File: src/rtl/cgp_pkg.sv
// Shared constants for the clock generator and power-down controller
package cgp_pkg;

  // ****************************************************************
  // Sources and clock outputs
  // ****************************************************************
  localparam int unsigned NSRC = 5;
  localparam int unsigned NPER = 8;
  localparam int unsigned NMUX = 10;
  localparam int unsigned SELW = 3;
  localparam logic [2:0] SRC_XTL12M = 3'h0;
  localparam logic [2:0] SRC_XTL32K = 3'h1;
  localparam logic [2:0] SRC_PLL = 3'h2;
  localparam logic [2:0] SRC_OSC10K = 3'h3;
  localparam logic [2:0] SRC_OSC22M = 3'h4;

  // ****************************************************************
  // Register map (byte addresses)
  // ****************************************************************
  localparam int unsigned AW = 8;
  localparam logic [7:0] OFS_PWR_CTRL = 8'h00;
  localparam logic [7:0] OFS_SEL0 = 8'h04;
  localparam logic [7:0] OFS_PCLK_EN = 8'h08;
  localparam logic [7:0] OFS_PCLK_SEL = 8'h0c;
  localparam logic [7:0] OFS_DIV_CTRL = 8'h10;
  localparam logic [7:0] OFS_STATUS = 8'h14;

  // Power control, clock select and divider fields
  localparam int unsigned PWR_XTL12M = 0;
  localparam int unsigned PWR_XTL32K = 1;
  localparam int unsigned PWR_OSC22M = 2;
  localparam int unsigned PWR_OSC10K = 3;
  localparam int unsigned PWR_PLL_EN = 4;
  localparam int unsigned PWR_PLL_REF = 5;
  localparam int unsigned PWR_PD_EN = 7;
  localparam int unsigned SEL0_SYS_LSB = 0;
  localparam int unsigned SEL0_TICK_LSB = 3;
  localparam int unsigned DIV_TAP_LSB = 0;
  localparam int unsigned DIV_EN_BIT = 4;

  // Reset values
  localparam logic [7:0] RST_PWR_CTRL = 8'h0c;
  localparam logic [5:0] RST_SEL0 = 6'h24;
  localparam logic [7:0] RST_PCLK_EN = 8'h00;
  localparam logic [23:0] RST_PCLK_SEL = 24'h924924;
  localparam logic [3:0] RST_DIV_TAP = 4'h0;

  localparam logic [1:0] RESP_OKAY = 2'h0;
  localparam logic [1:0] RESP_SLVERR = 2'h2;

  // ****************************************************************
  // Timing
  // ****************************************************************
  localparam int unsigned CLK_PERIOD_NS = 8;
  localparam int unsigned OSC_SETTLE_NS = 2000;
  localparam int unsigned SETTLE_CYC =
    (OSC_SETTLE_NS + CLK_PERIOD_NS - 1) / CLK_PERIOD_NS;
  localparam logic [8:0] SETTLE_LAST = 9'(SETTLE_CYC - 1);

  // Codes above the last source fall back to the internal oscillator
  function automatic logic [2:0] norm_sel(input logic [2:0] s);
    norm_sel = (s > SRC_OSC22M) ? SRC_OSC22M : s;
  endfunction : norm_sel

  function automatic logic is_low_freq(input logic [2:0] s);
    is_low_freq = (s == SRC_XTL32K) || (s == SRC_OSC10K);
  endfunction : is_low_freq

endpackage : cgp_pkg

File: src/rtl/cgp_clock_ctrl.sv
// Clock generator, power-down sequencer and divider output, AXI4-Lite
//
// Function
// - Generate all chip clocks with gating, selection.
// - Divider with 4-bit ratio follows source selection.
// - Power-down needs control bit then core sleep.
// - Power-down stops fast oscillators and their clocks.
// - Slow 10 kHz and 32 kHz sources keep running.
// - Peripheral clocks survive power-down only if slow-sourced.
// - Five sources: 32k, 12M, PLL, 22M, 10k.
// - PLL reference selectable: 12M crystal or 22M.
// - System clock chosen by select register bits 2:0.
// - Tick clock chosen by select register bits 5:3.
// - Sixteen halving stages, one tap to pin.
// - Output equals input over two to N+1.
// - Enable rising edge resets then starts chain.
// - Disable runs chain until output low, holds.
`timescale 1ns/1ps
module cgp_clock_ctrl (
  input logic aclk,
  input logic aresetn,
  input logic ce,
  // AXI4-Lite slave
  input logic [cgp_pkg::AW-1:0] s_axi_awaddr,
  input logic s_axi_awvalid,
  output logic s_axi_awready,
  input logic [31:0] s_axi_wdata,
  input logic [3:0] s_axi_wstrb,
  input logic s_axi_wvalid,
  output logic s_axi_wready,
  output logic [1:0] s_axi_bresp,
  output logic s_axi_bvalid,
  input logic s_axi_bready,
  input logic [cgp_pkg::AW-1:0] s_axi_araddr,
  input logic s_axi_arvalid,
  output logic s_axi_arready,
  output logic [31:0] s_axi_rdata,
  output logic [1:0] s_axi_rresp,
  output logic s_axi_rvalid,
  input logic s_axi_rready,
  // Raw source clocks from pads and analog macros
  input logic xtl32k_clk,
  input logic xtl12m_clk,
  input logic pll_clk,
  input logic osc10k_clk,
  input logic osc22m_clk,
  // Core handshake
  input logic core_sleep,
  input logic core_wake,
  output logic core_resume,
  // Source controls
  output logic xtl12m_en,
  output logic xtl32k_en,
  output logic osc22m_en,
  output logic osc10k_en,
  output logic pll_en,
  output logic pll_ref_sel,
  output logic power_down,
  // Generated clocks
  output logic sys_clk,
  output logic tick_timer_clock,
  output logic [cgp_pkg::NPER-1:0] periph_clk,
  output logic divider_output_pin
);
  import cgp_pkg::*;

  // ****************************************************************
  // State
  // ****************************************************************
  typedef enum logic [2:0] {
    PM_RUN, PM_GATE, PM_DOWN, PM_SETTLE, PM_RESUME
  } cgp_pm_type;

  typedef struct packed {
    logic aw_rdy;
    logic w_rdy;
    logic aw_have;
    logic w_have;
    logic [7:0] aw_addr;
    logic [31:0] w_data;
    logic [3:0] w_strb;
    logic b_valid;
    logic [1:0] b_resp;
    logic ar_rdy;
    logic r_valid;
    logic [31:0] r_data;
    logic [1:0] r_resp;
    logic [7:0] pwr;
    logic [5:0] sel0;
    logic [7:0] pen;
    logic [23:0] psel;
    logic [3:0] div_tap;
    logic div_en;
    cgp_pm_type pm;
    logic armed;
    logic [8:0] settle;
    logic resume;
    logic [5:0] osc_out;
    logic pd_out;
    logic div_src;
    logic div_run;
    logic div_stop;
    logic [15:0] div_cnt;
    logic div_pin;
  } cgp_state_type;

  cgp_state_type q;
  cgp_state_type d;

  logic [NSRC-1:0] src_raw;
  logic [NSRC-1:0] src_lvl;
  logic [NMUX-1:0][2:0] mux_sel;
  logic [NMUX-1:0] mux_gate;
  logic [NMUX-1:0] mux_out;
  logic [NMUX-1:0] mux_busy;
  logic awake;

  // ****************************************************************
  // Source sampling and clock selectors
  // ****************************************************************
  always_comb begin
    src_raw = '0;
    src_raw[SRC_XTL12M] = xtl12m_clk;
    src_raw[SRC_XTL32K] = xtl32k_clk;
    src_raw[SRC_PLL] = pll_clk;
    src_raw[SRC_OSC10K] = osc10k_clk;
    src_raw[SRC_OSC22M] = osc22m_clk;
  end

  cgp_sync2 #(.W(NSRC)) u_src_sync (
    .aclk(aclk),
    .aresetn(aresetn),
    .ce(ce),
    .din(src_raw),
    .dout(src_lvl)
  );

  // Slot 0 system, slot 1 tick, the rest peripherals
  assign awake = (q.pm == PM_RUN) || (q.pm == PM_RESUME);

  always_comb begin
    mux_sel = '0;
    mux_gate = '0;
    mux_sel[0] = norm_sel(q.sel0[SEL0_SYS_LSB +: 3]);
    mux_gate[0] = awake;
    mux_sel[1] = norm_sel(q.sel0[SEL0_TICK_LSB +: 3]);
    mux_gate[1] = awake || is_low_freq(mux_sel[1]);
    for (int k = 0; k < NPER; k++) begin
      mux_sel[k + 2] = norm_sel(q.psel[3 * k +: 3]);
      mux_gate[k + 2] = q.pen[k] &&
        (awake || is_low_freq(mux_sel[k + 2]));
    end
  end

  for (genvar g = 0; g < NMUX; g++) begin : g_mux
    cgp_glitch_mux u_mux (
      .aclk(aclk),
      .aresetn(aresetn),
      .ce(ce),
      .src(src_lvl),
      .sel(mux_sel[g]),
      .gate(mux_gate[g]),
      .clk_out(mux_out[g]),
      .busy(mux_busy[g])
    );
  end

  // ****************************************************************
  // Next state
  // ****************************************************************
  function automatic logic [31:0] merge(input logic [31:0] old,
                                        input logic [31:0] nw,
                                        input logic [3:0] strb);
    logic [31:0] r;
    r = old;
    for (int b = 0; b < 4; b++) begin
      if (strb[b]) begin
        r[8 * b +: 8] = nw[8 * b +: 8];
      end
    end
    merge = r;
  endfunction : merge

  always_comb begin
    logic [31:0] cur;
    logic [31:0] nw;
    logic hit;
    cur = '0;
    nw = '0;
    hit = 1'b0;
    d = q;
    d.resume = 1'b0;

    // Write channel: address and data taken in either order
    if (q.b_valid && s_axi_bready) begin
      d.b_valid = 1'b0;
    end
    if (q.aw_rdy && s_axi_awvalid) begin
      d.aw_have = 1'b1;
      d.aw_addr = s_axi_awaddr;
    end
    if (q.w_rdy && s_axi_wvalid) begin
      d.w_have = 1'b1;
      d.w_data = s_axi_wdata;
      d.w_strb = s_axi_wstrb;
    end
    if (d.aw_have && d.w_have && !q.b_valid) begin
      hit = 1'b1;
      case ({d.aw_addr[7:2], 2'b00})
        OFS_PWR_CTRL: cur = {24'h0, q.pwr};
        OFS_SEL0: cur = {26'h0, q.sel0};
        OFS_PCLK_EN: cur = {24'h0, q.pen};
        OFS_PCLK_SEL: cur = {8'h0, q.psel};
        OFS_DIV_CTRL: cur = {27'h0, q.div_en, q.div_tap};
        OFS_STATUS: cur = '0;
        default: hit = 1'b0;
      endcase
      nw = merge(cur, d.w_data, d.w_strb);
      case ({d.aw_addr[7:2], 2'b00})
        OFS_PWR_CTRL: d.pwr = {nw[7], 1'b0, nw[5:0]};
        OFS_SEL0: d.sel0 = nw[5:0];
        OFS_PCLK_EN: d.pen = nw[7:0];
        OFS_PCLK_SEL: d.psel = nw[23:0];
        OFS_DIV_CTRL: begin
          d.div_tap = nw[DIV_TAP_LSB +: 4];
          d.div_en = nw[DIV_EN_BIT];
        end
        default: d.b_resp = RESP_OKAY;
      endcase
      d.b_resp = hit ? RESP_OKAY : RESP_SLVERR;
      d.b_valid = 1'b1;
      d.aw_have = 1'b0;
      d.w_have = 1'b0;
    end
    d.aw_rdy = !d.aw_have && !d.b_valid;
    d.w_rdy = !d.w_have && !d.b_valid;

    // Read channel
    if (q.r_valid && s_axi_rready) begin
      d.r_valid = 1'b0;
    end
    if (q.ar_rdy && s_axi_arvalid) begin
      d.r_valid = 1'b1;
      d.r_resp = RESP_OKAY;
      case ({s_axi_araddr[7:2], 2'b00})
        OFS_PWR_CTRL: d.r_data = {24'h0, q.pwr};
        OFS_SEL0: d.r_data = {26'h0, q.sel0};
        OFS_PCLK_EN: d.r_data = {24'h0, q.pen};
        OFS_PCLK_SEL: d.r_data = {8'h0, q.psel};
        OFS_DIV_CTRL: d.r_data = {27'h0, q.div_en, q.div_tap};
        OFS_STATUS: d.r_data = {26'h0, q.armed, q.div_run,
                                mux_busy[1], mux_busy[0],
                                (q.pm == PM_SETTLE), q.pd_out};
        default: begin
          d.r_data = '0;
          d.r_resp = RESP_SLVERR;
        end
      endcase
    end
    d.ar_rdy = !d.r_valid;

    // Power-down sequencer
    if (!core_sleep) begin
      d.armed = 1'b1;
    end
    case (q.pm)
      PM_RUN: begin
        if (q.pwr[PWR_PD_EN] && core_sleep && q.armed) begin
          d.pm = PM_GATE;
          d.armed = 1'b0;
        end
      end
      PM_GATE: begin
        // Fast sources stop only after every closed gate has parked
        if (core_wake) begin
          d.pm = PM_RUN;
        end else if (&(mux_busy | mux_gate)) begin
          d.pm = PM_DOWN;
        end
      end
      PM_DOWN: begin
        if (core_wake) begin
          d.pm = PM_SETTLE;
          d.settle = '0;
        end
      end
      PM_SETTLE: begin
        d.settle = q.settle + 9'h1;
        if (q.settle == SETTLE_LAST) begin
          d.pm = PM_RESUME;
        end
      end
      PM_RESUME: begin
        // Core released only once the system clock is toggling again
        if (!mux_busy[0]) begin
          d.pm = PM_RUN;
          d.resume = 1'b1;
        end
      end
      default: d.pm = PM_RUN;
    endcase
    d.pd_out = (d.pm == PM_DOWN);
    d.osc_out[0] = q.pwr[PWR_XTL12M] && !d.pd_out;
    d.osc_out[1] = q.pwr[PWR_XTL32K];
    d.osc_out[2] = q.pwr[PWR_OSC22M] && !d.pd_out;
    d.osc_out[3] = q.pwr[PWR_OSC10K];
    d.osc_out[4] = q.pwr[PWR_PLL_EN] && !d.pd_out;
    d.osc_out[5] = q.pwr[PWR_PLL_REF];

    // Divider output, fed from the selected system clock
    d.div_src = mux_out[0];
    if (d.div_en && !q.div_en) begin
      d.div_run = 1'b1;
      d.div_stop = 1'b0;
      d.div_cnt = '0;
    end else begin
      if (!d.div_en && q.div_en) begin
        d.div_stop = 1'b1;
      end
      if (q.div_run && mux_out[0] && !q.div_src) begin
        d.div_cnt = q.div_cnt + 16'h1;
      end
      if (q.div_run && d.div_stop && !d.div_cnt[q.div_tap]) begin
        d.div_run = 1'b0;
        d.div_stop = 1'b0;
      end
    end
    d.div_pin = d.div_run && d.div_cnt[d.div_tap];
  end

  always_ff @(posedge aclk) begin
    if (!aresetn) begin
      q <= '0;
      q.pwr <= RST_PWR_CTRL;
      q.sel0 <= RST_SEL0;
      q.pen <= RST_PCLK_EN;
      q.psel <= RST_PCLK_SEL;
      q.div_tap <= RST_DIV_TAP;
      q.pm <= PM_RUN;
      q.aw_rdy <= 1'b1;
      q.w_rdy <= 1'b1;
      q.ar_rdy <= 1'b1;
      q.osc_out <= {RST_PWR_CTRL[PWR_PLL_REF], RST_PWR_CTRL[PWR_PLL_EN],
                    RST_PWR_CTRL[PWR_OSC10K], RST_PWR_CTRL[PWR_OSC22M],
                    RST_PWR_CTRL[PWR_XTL32K], RST_PWR_CTRL[PWR_XTL12M]};
    end else if (ce) begin
      q <= d;
    end
  end

  // ****************************************************************
  // Outputs
  // ****************************************************************
  assign s_axi_awready = q.aw_rdy;
  assign s_axi_wready = q.w_rdy;
  assign s_axi_bvalid = q.b_valid;
  assign s_axi_bresp = q.b_resp;
  assign s_axi_arready = q.ar_rdy;
  assign s_axi_rvalid = q.r_valid;
  assign s_axi_rdata = q.r_data;
  assign s_axi_rresp = q.r_resp;
  assign core_resume = q.resume;
  assign xtl12m_en = q.osc_out[0];
  assign xtl32k_en = q.osc_out[1];
  assign osc22m_en = q.osc_out[2];
  assign osc10k_en = q.osc_out[3];
  assign pll_en = q.osc_out[4];
  assign pll_ref_sel = q.osc_out[5];
  assign power_down = q.pd_out;
  assign sys_clk = mux_out[0];
  assign tick_timer_clock = mux_out[1];
  assign periph_clk = mux_out[NMUX-1:2];
  assign divider_output_pin = q.div_pin;

  // ****************************************************************
  // Checks
  // ****************************************************************
  pd_entry_a: assert property (@(posedge aclk)
    disable iff (!aresetn || !ce)
    (q.pm == PM_RUN) ##1 (q.pm == PM_GATE)
      |-> $past(core_sleep) && q.pwr[PWR_PD_EN])
    else $error("power-down entered without bit and sleep");
  hf_stop_a: assert property (@(posedge aclk) disable iff (!aresetn)
    (q.pm == PM_DOWN) |-> !xtl12m_en && !osc22m_en && !sys_clk)
    else $error("fast source or system clock alive in power-down");
  lf_keep_a: assert property (@(posedge aclk) disable iff (!aresetn)
    (q.pm == PM_DOWN) |-> (xtl32k_en == q.pwr[PWR_XTL32K]) &&
      (osc10k_en == q.pwr[PWR_OSC10K]))
    else $error("slow source stopped in power-down");
  for (genvar p = 2; p < NMUX; p++) begin : g_chk
    per_gate_a: assert property (@(posedge aclk)
      disable iff (!aresetn)
      (q.pm == PM_DOWN && !is_low_freq(mux_sel[p])) |-> !mux_out[p])
      else $error("fast peripheral clock alive in power-down");
  end
  div_start_a: assert property (@(posedge aclk)
    disable iff (!aresetn || !ce)
    $rose(q.div_en) |-> q.div_run && (q.div_cnt == 16'h0) && !q.div_pin)
    else $error("divider not restarted on enable");
  div_tap_a: assert property (@(posedge aclk) disable iff (!aresetn)
    q.div_run |-> (divider_output_pin == q.div_cnt[q.div_tap]))
    else $error("divider pin does not follow selected tap");
  div_halt_a: assert property (@(posedge aclk)
    disable iff (!aresetn || !ce)
    $fell(q.div_run) |-> !q.div_en && !divider_output_pin &&
      !q.div_cnt[q.div_tap])
    else $error("divider stopped with output high");
  wake_order_a: assert property (@(posedge aclk)
    disable iff (!aresetn || !ce)
    core_resume |-> ($past(q.pm) == PM_RESUME) && xtl12m_en == q.pwr[0])
    else $error("core resumed before clock restored");
  settle_hold_a: assert property (@(posedge aclk)
    disable iff (!aresetn || !ce)
    (q.pm == PM_SETTLE && q.settle != SETTLE_LAST) |=> (q.pm == PM_SETTLE))
    else $error("oscillator settle time cut short");
endmodule : cgp_clock_ctrl

File: src/rtl/cgp_glitch_mux.sv
// Glitch-free clock selector with clean gating
`timescale 1ns/1ps
module cgp_glitch_mux (
  input logic aclk,
  input logic aresetn,
  input logic ce,
  input logic [cgp_pkg::NSRC-1:0] src,
  input logic [cgp_pkg::SELW-1:0] sel,
  input logic gate,
  output logic clk_out,
  output logic busy
);
  import cgp_pkg::*;

  typedef enum logic [0:0] {MX_FOLLOW, MX_PARK} cgp_mx_type;
  typedef struct packed {
    cgp_mx_type st;
    logic [2:0] cur;
    logic out;
  } cgp_mux_type;

  cgp_mux_type q;
  cgp_mux_type d;

  // Park only while both output and old source are low, resume only
  // on a low phase of the new source: no phase is ever shortened
  always_comb begin
    d = q;
    case (q.st)
      MX_FOLLOW: begin
        if (!q.out && !src[q.cur] && (sel != q.cur || !gate)) begin
          d.st = MX_PARK;
          d.out = 1'b0;
        end else begin
          d.out = src[q.cur];
        end
      end
      MX_PARK: begin
        d.out = 1'b0;
        d.cur = sel;
        if (gate && sel == q.cur && !src[q.cur]) begin
          d.st = MX_FOLLOW;
        end
      end
      default: begin
        d.st = MX_PARK;
        d.out = 1'b0;
      end
    endcase
  end

  always_ff @(posedge aclk) begin
    if (!aresetn) begin
      q <= '{st: MX_PARK, cur: SRC_OSC22M, out: 1'b0};
    end else if (ce) begin
      q <= d;
    end
  end

  assign clk_out = q.out;
  assign busy = (q.st == MX_PARK);

  park_low_a: assert property (@(posedge aclk) disable iff (!aresetn)
    (q.st == MX_PARK) |-> !q.out)
    else $error("clock output high while parked");
  rise_follow_a: assert property (@(posedge aclk)
    disable iff (!aresetn || !ce)
    $rose(q.out) |-> ($past(q.st) == MX_FOLLOW) && (q.st == MX_FOLLOW))
    else $error("clock output rose outside follow state");
endmodule : cgp_glitch_mux

File: src/rtl/cgp_sync2.sv
// Two-stage synchroniser for asynchronous source levels
`timescale 1ns/1ps
module cgp_sync2 #(
  parameter int unsigned W = 1
) (
  input logic aclk,
  input logic aresetn,
  input logic ce,
  input logic [W-1:0] din,
  output logic [W-1:0] dout
);
  typedef struct packed {
    logic [W-1:0] meta;
    logic [W-1:0] sync;
  } cgp_sync_type;

  cgp_sync_type q;
  cgp_sync_type d;

  always_comb begin
    d = q;
    d.meta = din;
    d.sync = q.meta;
  end

  always_ff @(posedge aclk) begin
    if (!aresetn) begin
      q <= '0;
    end else if (ce) begin
      q <= d;
    end
  end

  assign dout = q.sync;
endmodule : cgp_sync2

File: config.mk
export PLATFORM = sky130hd
export DESIGN_NAME = cgp_clock_ctrl
export DESIGN_NICKNAME = d
export VERILOG_FILES = /design/src/rtl/cgp_pkg.sv /design/src/rtl/cgp_clock_ctrl.sv /design/src/rtl/cgp_glitch_mux.sv /design/src/rtl/cgp_sync2.sv
export SDC_FILE = /design/constraint.sdc
export NUM_CORES = 1
export LEC_CHECK = 0
export BUFFER_PORTS_ARGS = -buffer_cell sky130_fd_sc_hd__buf_4
export CAP_MARGIN = 10
export CORE_AREA = 2 2 163 165
export CTS_CLUSTER_DIAMETER = 150
export DETAILED_ROUTE_END_ITERATION = 16
export DIE_AREA = 0 0 165 167
export GPL_ROUTABILITY_DRIVEN = 1
export PLACE_DENSITY_LB_ADDON = 0.2
export SETUP_SLACK_MARGIN = 0.15
export SKIP_LAST_GASP = 1
export SLEW_MARGIN = 20
export SYNTH_ARGS = -nofsm -noshare
export SYNTH_HDL_FRONTEND = slang
export SYNTH_SLANG_ARGS = --single-unit
File: constraint.sdc
create_clock -name aclk -period 6.4 [get_ports aclk]
set_input_delay 0.96 -clock aclk [delete_from_list [all_inputs] [get_ports aclk]]
set_output_delay 0.96 -clock aclk [all_outputs]
set_load 0.02 [all_outputs]
## Word level (Yosys, flattened, before mapping)

Cells that the tools add are included.

- Memories kept: 0
- Logic and storage cells: 447
- RAM bits: 0
- Memory bits (read-only): 0
- Register bits: 230
- Output and inout port bits: 60
- Bits of input ports: 67
- Bits in latches: 0

- Bitwise operators: 11
- $mul: 0
- Reductions and logical operators: 166
- Divide/modulo/power cells: 0
- Shift operators: 0
- Muxes and demuxes: 123
- Add/subtract/negate cells: 2
- Equality and inequality tests: 57
- Order comparisons: 22

Operator list:

| kind | count |
|---|---|
| $pmux W24 S6 | 1 |
| $pmux W24 S4 | 1 |
| $logic_and A1 B1 Y1 | 69 |
| $mux W1 | 54 |
| $mux W3 | 16 |
| $logic_not A1 Y1 | 40 |
| $lt A3 B4 Y1 const B | 10 |
| $pmux W1 S2 | 20 |
| $eq A3 B2 Y1 const B | 12 |
| $mux W35 | 1 |
| $mux W16 | 2 |
| $mux W8 | 4 |
| $bmux W1 S3 | 10 |
| $eq A3 B1 Y1 const B | 10 |
| $eq A3 B3 Y1 | 10 |
| $gt A3 B3 Y1 const B | 10 |
| $ne A3 B3 Y1 | 10 |
| $logic_or A1 B1 Y1 | 29 |
| $mux W28 | 1 |
| $reduce_and A2 Y1 | 14 |
| $eq A6 B2 Y1 const B | 4 |
| $eq A6 B3 Y1 const B | 4 |
| $mux W18 | 1 |
| $pmux W9 S2 | 1 |
| other kinds (22) | 47 |

## Logic depth before layout (Yosys ltp)

Gate-level depths: netlist (run 1).

- Depth after elaboration: 18
- Depth in mapped cells: 14
- Gate-level depth less buffers: 11

## By module

A second synthesis (run 1) with hierarchy kept.

- Cells, all modules: 1467
- Area total of the unflattened synthesis: 11711.2 µm²

Modules (own cells, without submodules):

| module | seq. area each (µm²) | instances | cells an instance | area each (µm²) |
|---|---|---|---|---|
| cgp_clock_ctrl | 3143.0 | 1 | 1116 | 8546.9 |
| cgp_glitch_mux | 100.1 | 10 | 32 | 279.0 |
| cgp_sync2 | 200.2 | 1 | 31 | 374.1 |

## Worst setup path after synthesis (run 1)

OpenSTA, ideal clock, no wires.

- Path kind: in2reg
- From: in s_axi_wvalid
- To: reg q (netlist bit divider_output_pin)
- Slack: 2.961 ns
- Library setup time: 0.126 ns
- Arrival: 3.313 ns
- Stages: 11
- Required time: 6.274 ns
- Path through: and2_4 buf_6 mux2_4 nor4b_2 a21oi_2 a211oi_4 o31ai_4 a2111oi_1 o32ai_1 a311oi_2 o41ai_2

- Longest elaborated chain between the ends: 14

Ends and longest elaborated chain:

| item | line | source |
|---|---|---|
| start, declared | cgp_clock_ctrl.sv:29 | `input logic s_axi_wvalid,` |
| $logic_and A1 B1 Y1 * | cgp_clock_ctrl.sv:202 | `if (q.w_rdy && s_axi_wvalid) begin` |
| $mux W28 or $mux W1 (tied branches) | cgp_clock_ctrl.sv:202 |  |
| $mux W8 or $logic_and A1 B1 Y1 (tied branches) | cgp_clock_ctrl.sv:177, cgp_clock_ctrl.sv:207 |  |
| $mux W5 or $logic_and A1 B1 Y1 (tied branches) | cgp_clock_ctrl.sv:219, cgp_clock_ctrl.sv:207 |  |
| $mux W5 * | cgp_clock_ctrl.sv:207 | `if (d.aw_have && d.w_have && !q.b_valid) begin` |
| $logic_not A1 Y1 | cgp_clock_ctrl.sv:317 | `if (!d.div_en && q.div_en) begin` |
| $logic_and A1 B1 Y1 | cgp_clock_ctrl.sv:317 |  |
| $mux W1 | cgp_clock_ctrl.sv:317 |  |
| $mux W1 | cgp_clock_ctrl.sv:312 | `if (d.div_en && !q.div_en) begin` |
| $logic_and A1 B1 Y1 (2 in a row) | cgp_clock_ctrl.sv:323 | `if (q.div_run && d.div_stop && !d.div_cnt[q.div_tap]) begin` |
| $mux W2 | cgp_clock_ctrl.sv:323 |  |
| $mux W18 | cgp_clock_ctrl.sv:312 |  |
| $logic_and A1 B1 Y1 * | cgp_clock_ctrl.sv:328 | `d.div_pin = d.div_run && d.div_cnt[d.div_tap];` |
| end, declared | cgp_clock_ctrl.sv:107 | `cgp_state_type q;` |

Every way passes the cells marked *; elsewhere a longest branch is shown, timed or not. The select of a mux whose other input is x is not followed.
A chain may end at the register's enable or synchronous reset.

## Worst setup path in the final report (run 1)

- From: in s_axi_wvalid
- To: reg q[2] in the netlist's numbering

- Longest elaborated chain between the ends: 7

Ends and longest elaborated chain:

| item | line |
|---|---|
| $logic_and A1 B1 Y1 * | cgp_clock_ctrl.sv:202 |
| $mux W28 or $mux W1 (tied branches) | cgp_clock_ctrl.sv:202 |
| $mux W8 or $logic_and A1 B1 Y1 (tied branches) | cgp_clock_ctrl.sv:177, cgp_clock_ctrl.sv:207 |
| $mux W5 or $logic_and A1 B1 Y1 (tied branches) | cgp_clock_ctrl.sv:219, cgp_clock_ctrl.sv:207 |
| $mux W5 * | cgp_clock_ctrl.sv:207 |
| $logic_and A1 B1 Y1 * | cgp_clock_ctrl.sv:312 |
| $mux W18 * | cgp_clock_ctrl.sv:312 |

Every way passes the cells marked *; elsewhere a longest branch is shown, timed or not.

==> results of run 1 <==
[report_power, final]
part	total (µW)	leakage, µW	internal, µW	switching, µW
combinational	336	0.00302	127	209
clock	1510	0.000449	920	593
sequential	1410	0.00176	1380	32.7
total	3260	0.00523	2430	835
[sequential cells by signal, indices dropped and copies added (netlist names), 3 cells and up]
name and count:
u_src_sync.d 5, g_mux.u_mux.busy 10, g_mux.u_mux.clk_out 10, q 114, g_mux.u_mux.q 30, s_axi_rdata 24, d 3, u_src_sync.dout 5
[how the worst max path moves through the flow]
stage	slack (ns)	cells after the start	end	startpoint
3_5_place_dp	1.87	11	q[2]	s_axi_wvalid
4_1_cts	2.43	11	q[2]	s_axi_wvalid
5_1_grt	2.12	11	q[2]	s_axi_wvalid
6_report	2.35	11	q[2]	s_axi_wvalid
3_3_place_gp	1.92	11	q[2]	s_axi_wvalid
2_1_floorplan	2.96	11	divider_output_pin	s_axi_wvalid
[routing by layer]
metal / routed length (µm) / track usage [%]
met3: 2015 / 3.412
met4: 772 / 6.314
met1: 15180 / 33.89
met5: 0 / 0
met2: 14770 / 36.59
[cell families (layout without fill, tap and decap cells)]
logic type / count (synthesis) / in the layout / synth area share (%)
other cells: 1 / 10 / 0.03152
mux: 70 / 70 / 7.708
flops: 217 / 217 / 36.51
simple gates: 614 / 614 / 25.31
fa+ha+maj: 3 / 3 / 0.3155
compound gates: 343 / 343 / 20.97
buf+inv: 166 / 192 / 6.941
xor+xnor: 30 / 30 / 2.208
[per-stage QoR]
| step | hold WS, ns | util (%) | total power, µW | setup WS, ns | area [µm²] |
|---|---|---|---|---|---|
| finish | 0.4629 | 52.03 | 3262 | 2.348 | 13400 |
| global route | 0.4802 | 52.03 | 3379 | 2.115 | 13400 |
| CTS | 0.4662 | 52.01 | 3293 | 2.435 | 13400 |
| detailed placement | 0.4582 | 48.54 | 1775 | 1.873 | 12500 |
| global placement | 0.4502 | 48.51 | 1770 | 1.922 | 12500 |
| floorplan | 0.4413 | - | 1675 | 2.961 | 11930 |
[worst min-delay path, stage by stage (launching register included)]
cell and delay (ns):
dfxtp_1 0.31, nand2_1 0.04, a21boi_0 0.06
[layout by cell type (no fill, tap or decap), types with 21 or more instances in the layout]
cell,count
o21ai_0,65
nor3_1,31
mux2i_1,46
clkbuf_16,26
nor2b_1,78
nand2_1,244
dfxtp_1,217
o211a_1,27
nand3_1,86
inv_1,29
buf_4,114
a21boi_0,60
a22oi_1,21
a21oi_1,49
nor2_1,71
[layout make-up]
| class | count | share of cell area (%) |
|---|---|---|
| sequential | 217 | 32.41 |
| multi-input combinational | 1070 | 50.56 |
| tap | 335 | 3.127 |
| clock buffer | 37 | 5.759 |
| inverter | 30 | 0.8401 |
| clock inverter | 11 | 0.9241 |
| timing repair buffer | 114 | 6.385 |
==> out/metrics.yaml, run 1 <==
clk_path_buf_depth: 3
yosysTopAreaCell: "dfxtp_1"
clock_skew_ns: 0.02256
clock-root-buffer: "clkbuf_16"
clock-sinks: 217
hpwlAfterDp_mm: 22.47
fp.dieH_um: 167
cts_buffers: 26
first_global_vias: 9544
whs_path_depth: 2
core_region_area_um2: 25760
synthToLayoutAreaGrowth_pct: 12.66
status: "complete, no violations"
ys_seq_area_share_pct: 36.51
antenna_found_initial: 0
cts_resized: 0
multi_input_area_um2: 6777
fp.dieArea_um2: 27560
seq_area_um2: 4344
ir_drop_mv: 0.1996
tightestPinTransition_ns: 1.031
place_inst: 1766
nets: 1529
r2r_slack_ns: 2.41
cp-end-kind: "flop"
clk_pin_slew_ns: 0.06
synth_async_sr_flop_share_pct: 0
vias: 10420
setup_viol: 0
slew_headroom_pct: 31.12
routabilityCongestion: 0.8808
post-cts-setup-buffers: 0
io_pins: 127
rows: 59
yosysWarnings: 0
ys_top_cells_by_area: "dfxtp_1, nand2_1, nor2b_1"
syn_inst: 1444
n_fill_cell: 2461
critical_path_arrival_ns: 4.47
maxCapViolCount: 0
crit_chain: "buf_4, and2_4, mux2_4, nor4b_2, a21oi_2, a21oi_2, a21oi_1, nor2_1, nor2_1, a32oi_1, nor2b_1"
synth_edf_count: 0
instances_no_fill: 1814
finalSetupTns_ns: 0
hp-class: "flop to flop"
ys_dominant_reg_cell: "dfxtp_1"
drt_wl_total_mm: 32.74
worst_skew_pair.late_latency_ns: 0.55
fp.dieW_um: 165
postSynthAreaPerCell_um2: 8.239
rsz0062_at_grt: "false"
critical_path_class: "input pin to flop"
antenna_left: 0
initial_core_util_pct: 46.18
synth_cell_types: 93
firstDrtPassIters: 7
r2r.worst_path.cells: 10
numPortBuffers: 103
cpLargestDelayFamily: "simple AND/OR/NAND/NOR gates"
hold_buffers: 0
htreeDepth: 1
holdCritStartpoint: "q[152]"
synth_commonest_cells: "nand2_1, dfxtp_1, nand3_1"
critPathLaunchType: "input pin"
cp_slowest_stage_delay_ns: 0.77
rr_startpoint: "s_axi_awready"
leakage_uw: 0.005226
synth_area_um2: 11900
grt_pass1_wl_mm: 52.27
cts_tree: "done"
reg2reg_to: "q[2]"
ys_ff_latch: 217
wire_per_inst_um: 18.05
finalMaxSlewViolations: 0
cp.required_ns: 6.82
antenna_cells: 0
final_layout_size_suffix_gt1_share_pct: 14.47
min_to: "q[152]"
viasPerCell: 5.745
synth_top_area_share_pct: 36.51
synth.most_common_cell: "nand2_1"
pwr_density_cell_nw_per_um2: 243.4
fmax_ghz: 0.2468
grtUsageTotal_pct: 23.50
hold_viol_final: 0
cp_max_fo: 33
finalCritPeriodShare_pct: 63.32
cp_slowest_cell: "nor2_1"
min_period_ns: 4.052
remaining_drc_errors: 0
overflow: 0
crit_buf_inv: 1
grt_max_degree: 80
drtIter0Drc: 835
(Power assumes the default switching activity.)
==> run 2: changes to the inputs <==
Clock period 6.4 ns to 3.6 ns, I/O delays scaled along.
==> run 2 against run 1 <==
Utilization is 0.50 points higher. Sequential share of layout area is 0.30 points lower. Clock skew hardly changed. Flip-flop and latch count stayed put. Cell area is 0.96% higher. Critical path type is now flop to flop. Global-route usage is 0.32 points higher. Setup slack worse by 2.0 ns. Worst hold slack worse by 0.21 ns.
==> out/metrics.yaml, run 2 (synthesized netlist as in run 1, its figures left out) <==
status: "complete, no violations"
viasPerCell: 5.787  # +0.73%
htreeDepth: 1  # unchanged
clock-sinks: 217  # unchanged
leakage_uw: 0.005309  # +1.6%
nets: 1555  # +1.7%
final_layout_size_suffix_gt1_share_pct: 15.67  # +1.2 points
critical_path_arrival_ns: 3.64  # -0.83 ns
synthToLayoutAreaGrowth_pct: 13.75
met2_usage_pct: 35.78  # -0.82 points
cp.required_ns: 4.01  # -2.81 ns
worst_skew_pair.late_latency_ns: 0.54  # about the same
initial_core_util_pct: 46.18  # unchanged
ir_drop_mv: 0.3612  # +81%
cp-end-kind: "flop"
layout_common_cells: "nand2_1, dfxtp_1, buf_4, nand3_1, nor2b_1"
clk_path_buf_depth: 3  # unchanged
post-cts-setup-buffers: 0  # unchanged
numPortBuffers: 103  # unchanged
place_ws_ns: 0.1720  # -1.701 ns
setup_viol: 0  # unchanged
hp-class: "input pin to flop"
cts_buffers: 25  # -3.8%
vias: 10620  # +1.9%
pwr_density_cell_nw_per_um2: 419.5  # +72%
antenna_left: 0  # unchanged
largest_reg_flops: 114  # unchanged
final_common_cell: "nand2_1"
cts_tree: "done"
grt_max_degree: 114  # +43%
placed_area_um2: 12710  # +1.7%
wire_per_inst_um: 18.18  # +0.72%
finalSetupTns_ns: 0  # unchanged
utilization_pct: 52.53  # +0.50 points
overflow: 0  # unchanged
hold_viol_final: 0  # unchanged
min_period_ns: 3.231
maxCapViolCount: 0  # unchanged
gr-usage-met1_pct: 34.96  # +1.1 points
fmax_ghz: 0.3095
regMostFlops: "q"
antenna_cells: 0  # unchanged
cp_max_fo: 13  # -61%
hpwlAfterDp_mm: 22.90  # +1.9%
slew_headroom_pct: 53.57  # +22 points
fp.dieW_um: 165  # unchanged
remaining_drc_errors: 0  # unchanged
clock-root-buffer: "clkbuf_16"
fp.dieH_um: 167  # unchanged
critPathLaunchType: "flop"
first_global_vias: 9486  # -0.61%
fin_area_um2: 13530  # +0.96%
drtIter0Drc: 1025  # +23%
finalCritPeriodShare_pct: 89.76
grt_pass1_wl_mm: 52.46  # +0.36%
rows: 59  # unchanged
grt_busiest_layer: "met2"
finalMaxSlewViolations: 0  # unchanged
critical_path_class: "flop to flop"
final.setup.worst_slack_ns: 0.3686  # -1.979 ns
rsz0062_at_grt: "false"
clock_skew_ns: 0.02271  # +0.0001482 ns
finalPower_uw: 5677  # +74%
tightestPinTransition_ns: 0.6939  # -0.3368 ns
clk_pin_slew_ns: 0.06  # about the same
met3_usage_pct: 3.885  # +0.47 points
io_pins: 127  # unchanged
antenna_found_initial: 0  # unchanged
grtUsageTotal_pct: 23.82  # +0.32 points
firstDrtPassIters: 5  # -2
routabilityCongestion: 0.8777  # -0.35%
fp.dieArea_um2: 27560  # unchanged
drt_wl_total_mm: 33.36  # +1.9%
core_region_area_um2: 25760  # unchanged
## run 2: cell count changes in the layout (fill, tap and decap cells not counted), moves of 2 or more
| cell | before | now |
|---|---|---|
| buf_4 | 114 | 140 |
| clkbuf_8 | 8 | 4 |
| a21oi_2 | 4 | 2 |
| nor3_2 | 1 | 3 |
## run 2: what timing repair did
item	4_1_cts	5_1_grt
resized for setup	0	3
hold buffers	0	0
setup endpoints to repair	0	10
## run 2: critical path: stages (launching register included)
cell and delay (ns):
dfxtp_2 0.47, and2_4 0.28, o221ai_2 0.20, nor4b_2 0.46, buf_4 0.19, a21oi_2 0.06
a211oi_4 0.33, o31ai_4 0.11, a2111oi_0 0.44, o32ai_1 0.15, a311oi_2 0.29, o41ai_2 0.11
## run 2: power by group
part	internal [µW]	switching, µW	leakage, µW	total [µW]
Clock	1500	1030	0.000403	2530
Combinational	254	377	0.00315	632
Sequential	2450	60.3	0.00176	2510
## run 2: cell type report
type | count | area (µm²)
Clock buffer | 33 | 695.7
Clock inverter | 9 | 110.1
Fill cell | 2421 | 12230
Inverter | 30 | 112.6
Multi-Input combinational cell | 1070 | 6779
Sequential cell | 217 | 4345
Tap cell | 335 | 419.2
Timing Repair Buffer | 141 | 1071
## run 2: stage by stage
stage               hold WS [ns]  instances
floorplan                 0.4413       1453
global placement          0.4490       1793
detailed placement        0.4571       1793
CTS                       0.2415       1835
global route              0.2577       1835
finish                    0.2573       1835
## run 2: metal layers
layer | part of all wire (%) | up-vias
met5 | 0 | -
met4 | 2.5 | 0
met3 | 6.5 | 58
met2 | 44 | 343
met1 | 47 | 5038
li1 | - | 5181
## run 2: worst paths after layout
kind | from | end | slack, ns | cells after the start
worst min-delay path | s_axi_wstrb[2] | q[133] | 0.26 | 3
worst min register to register | q[136] | q[136] | 0.46 | 2
worst max-delay path | s_axi_awready | divider_output_pin | 0.37 | 11
worst max register to register | s_axi_awready | divider_output_pin | 0.37 | 11
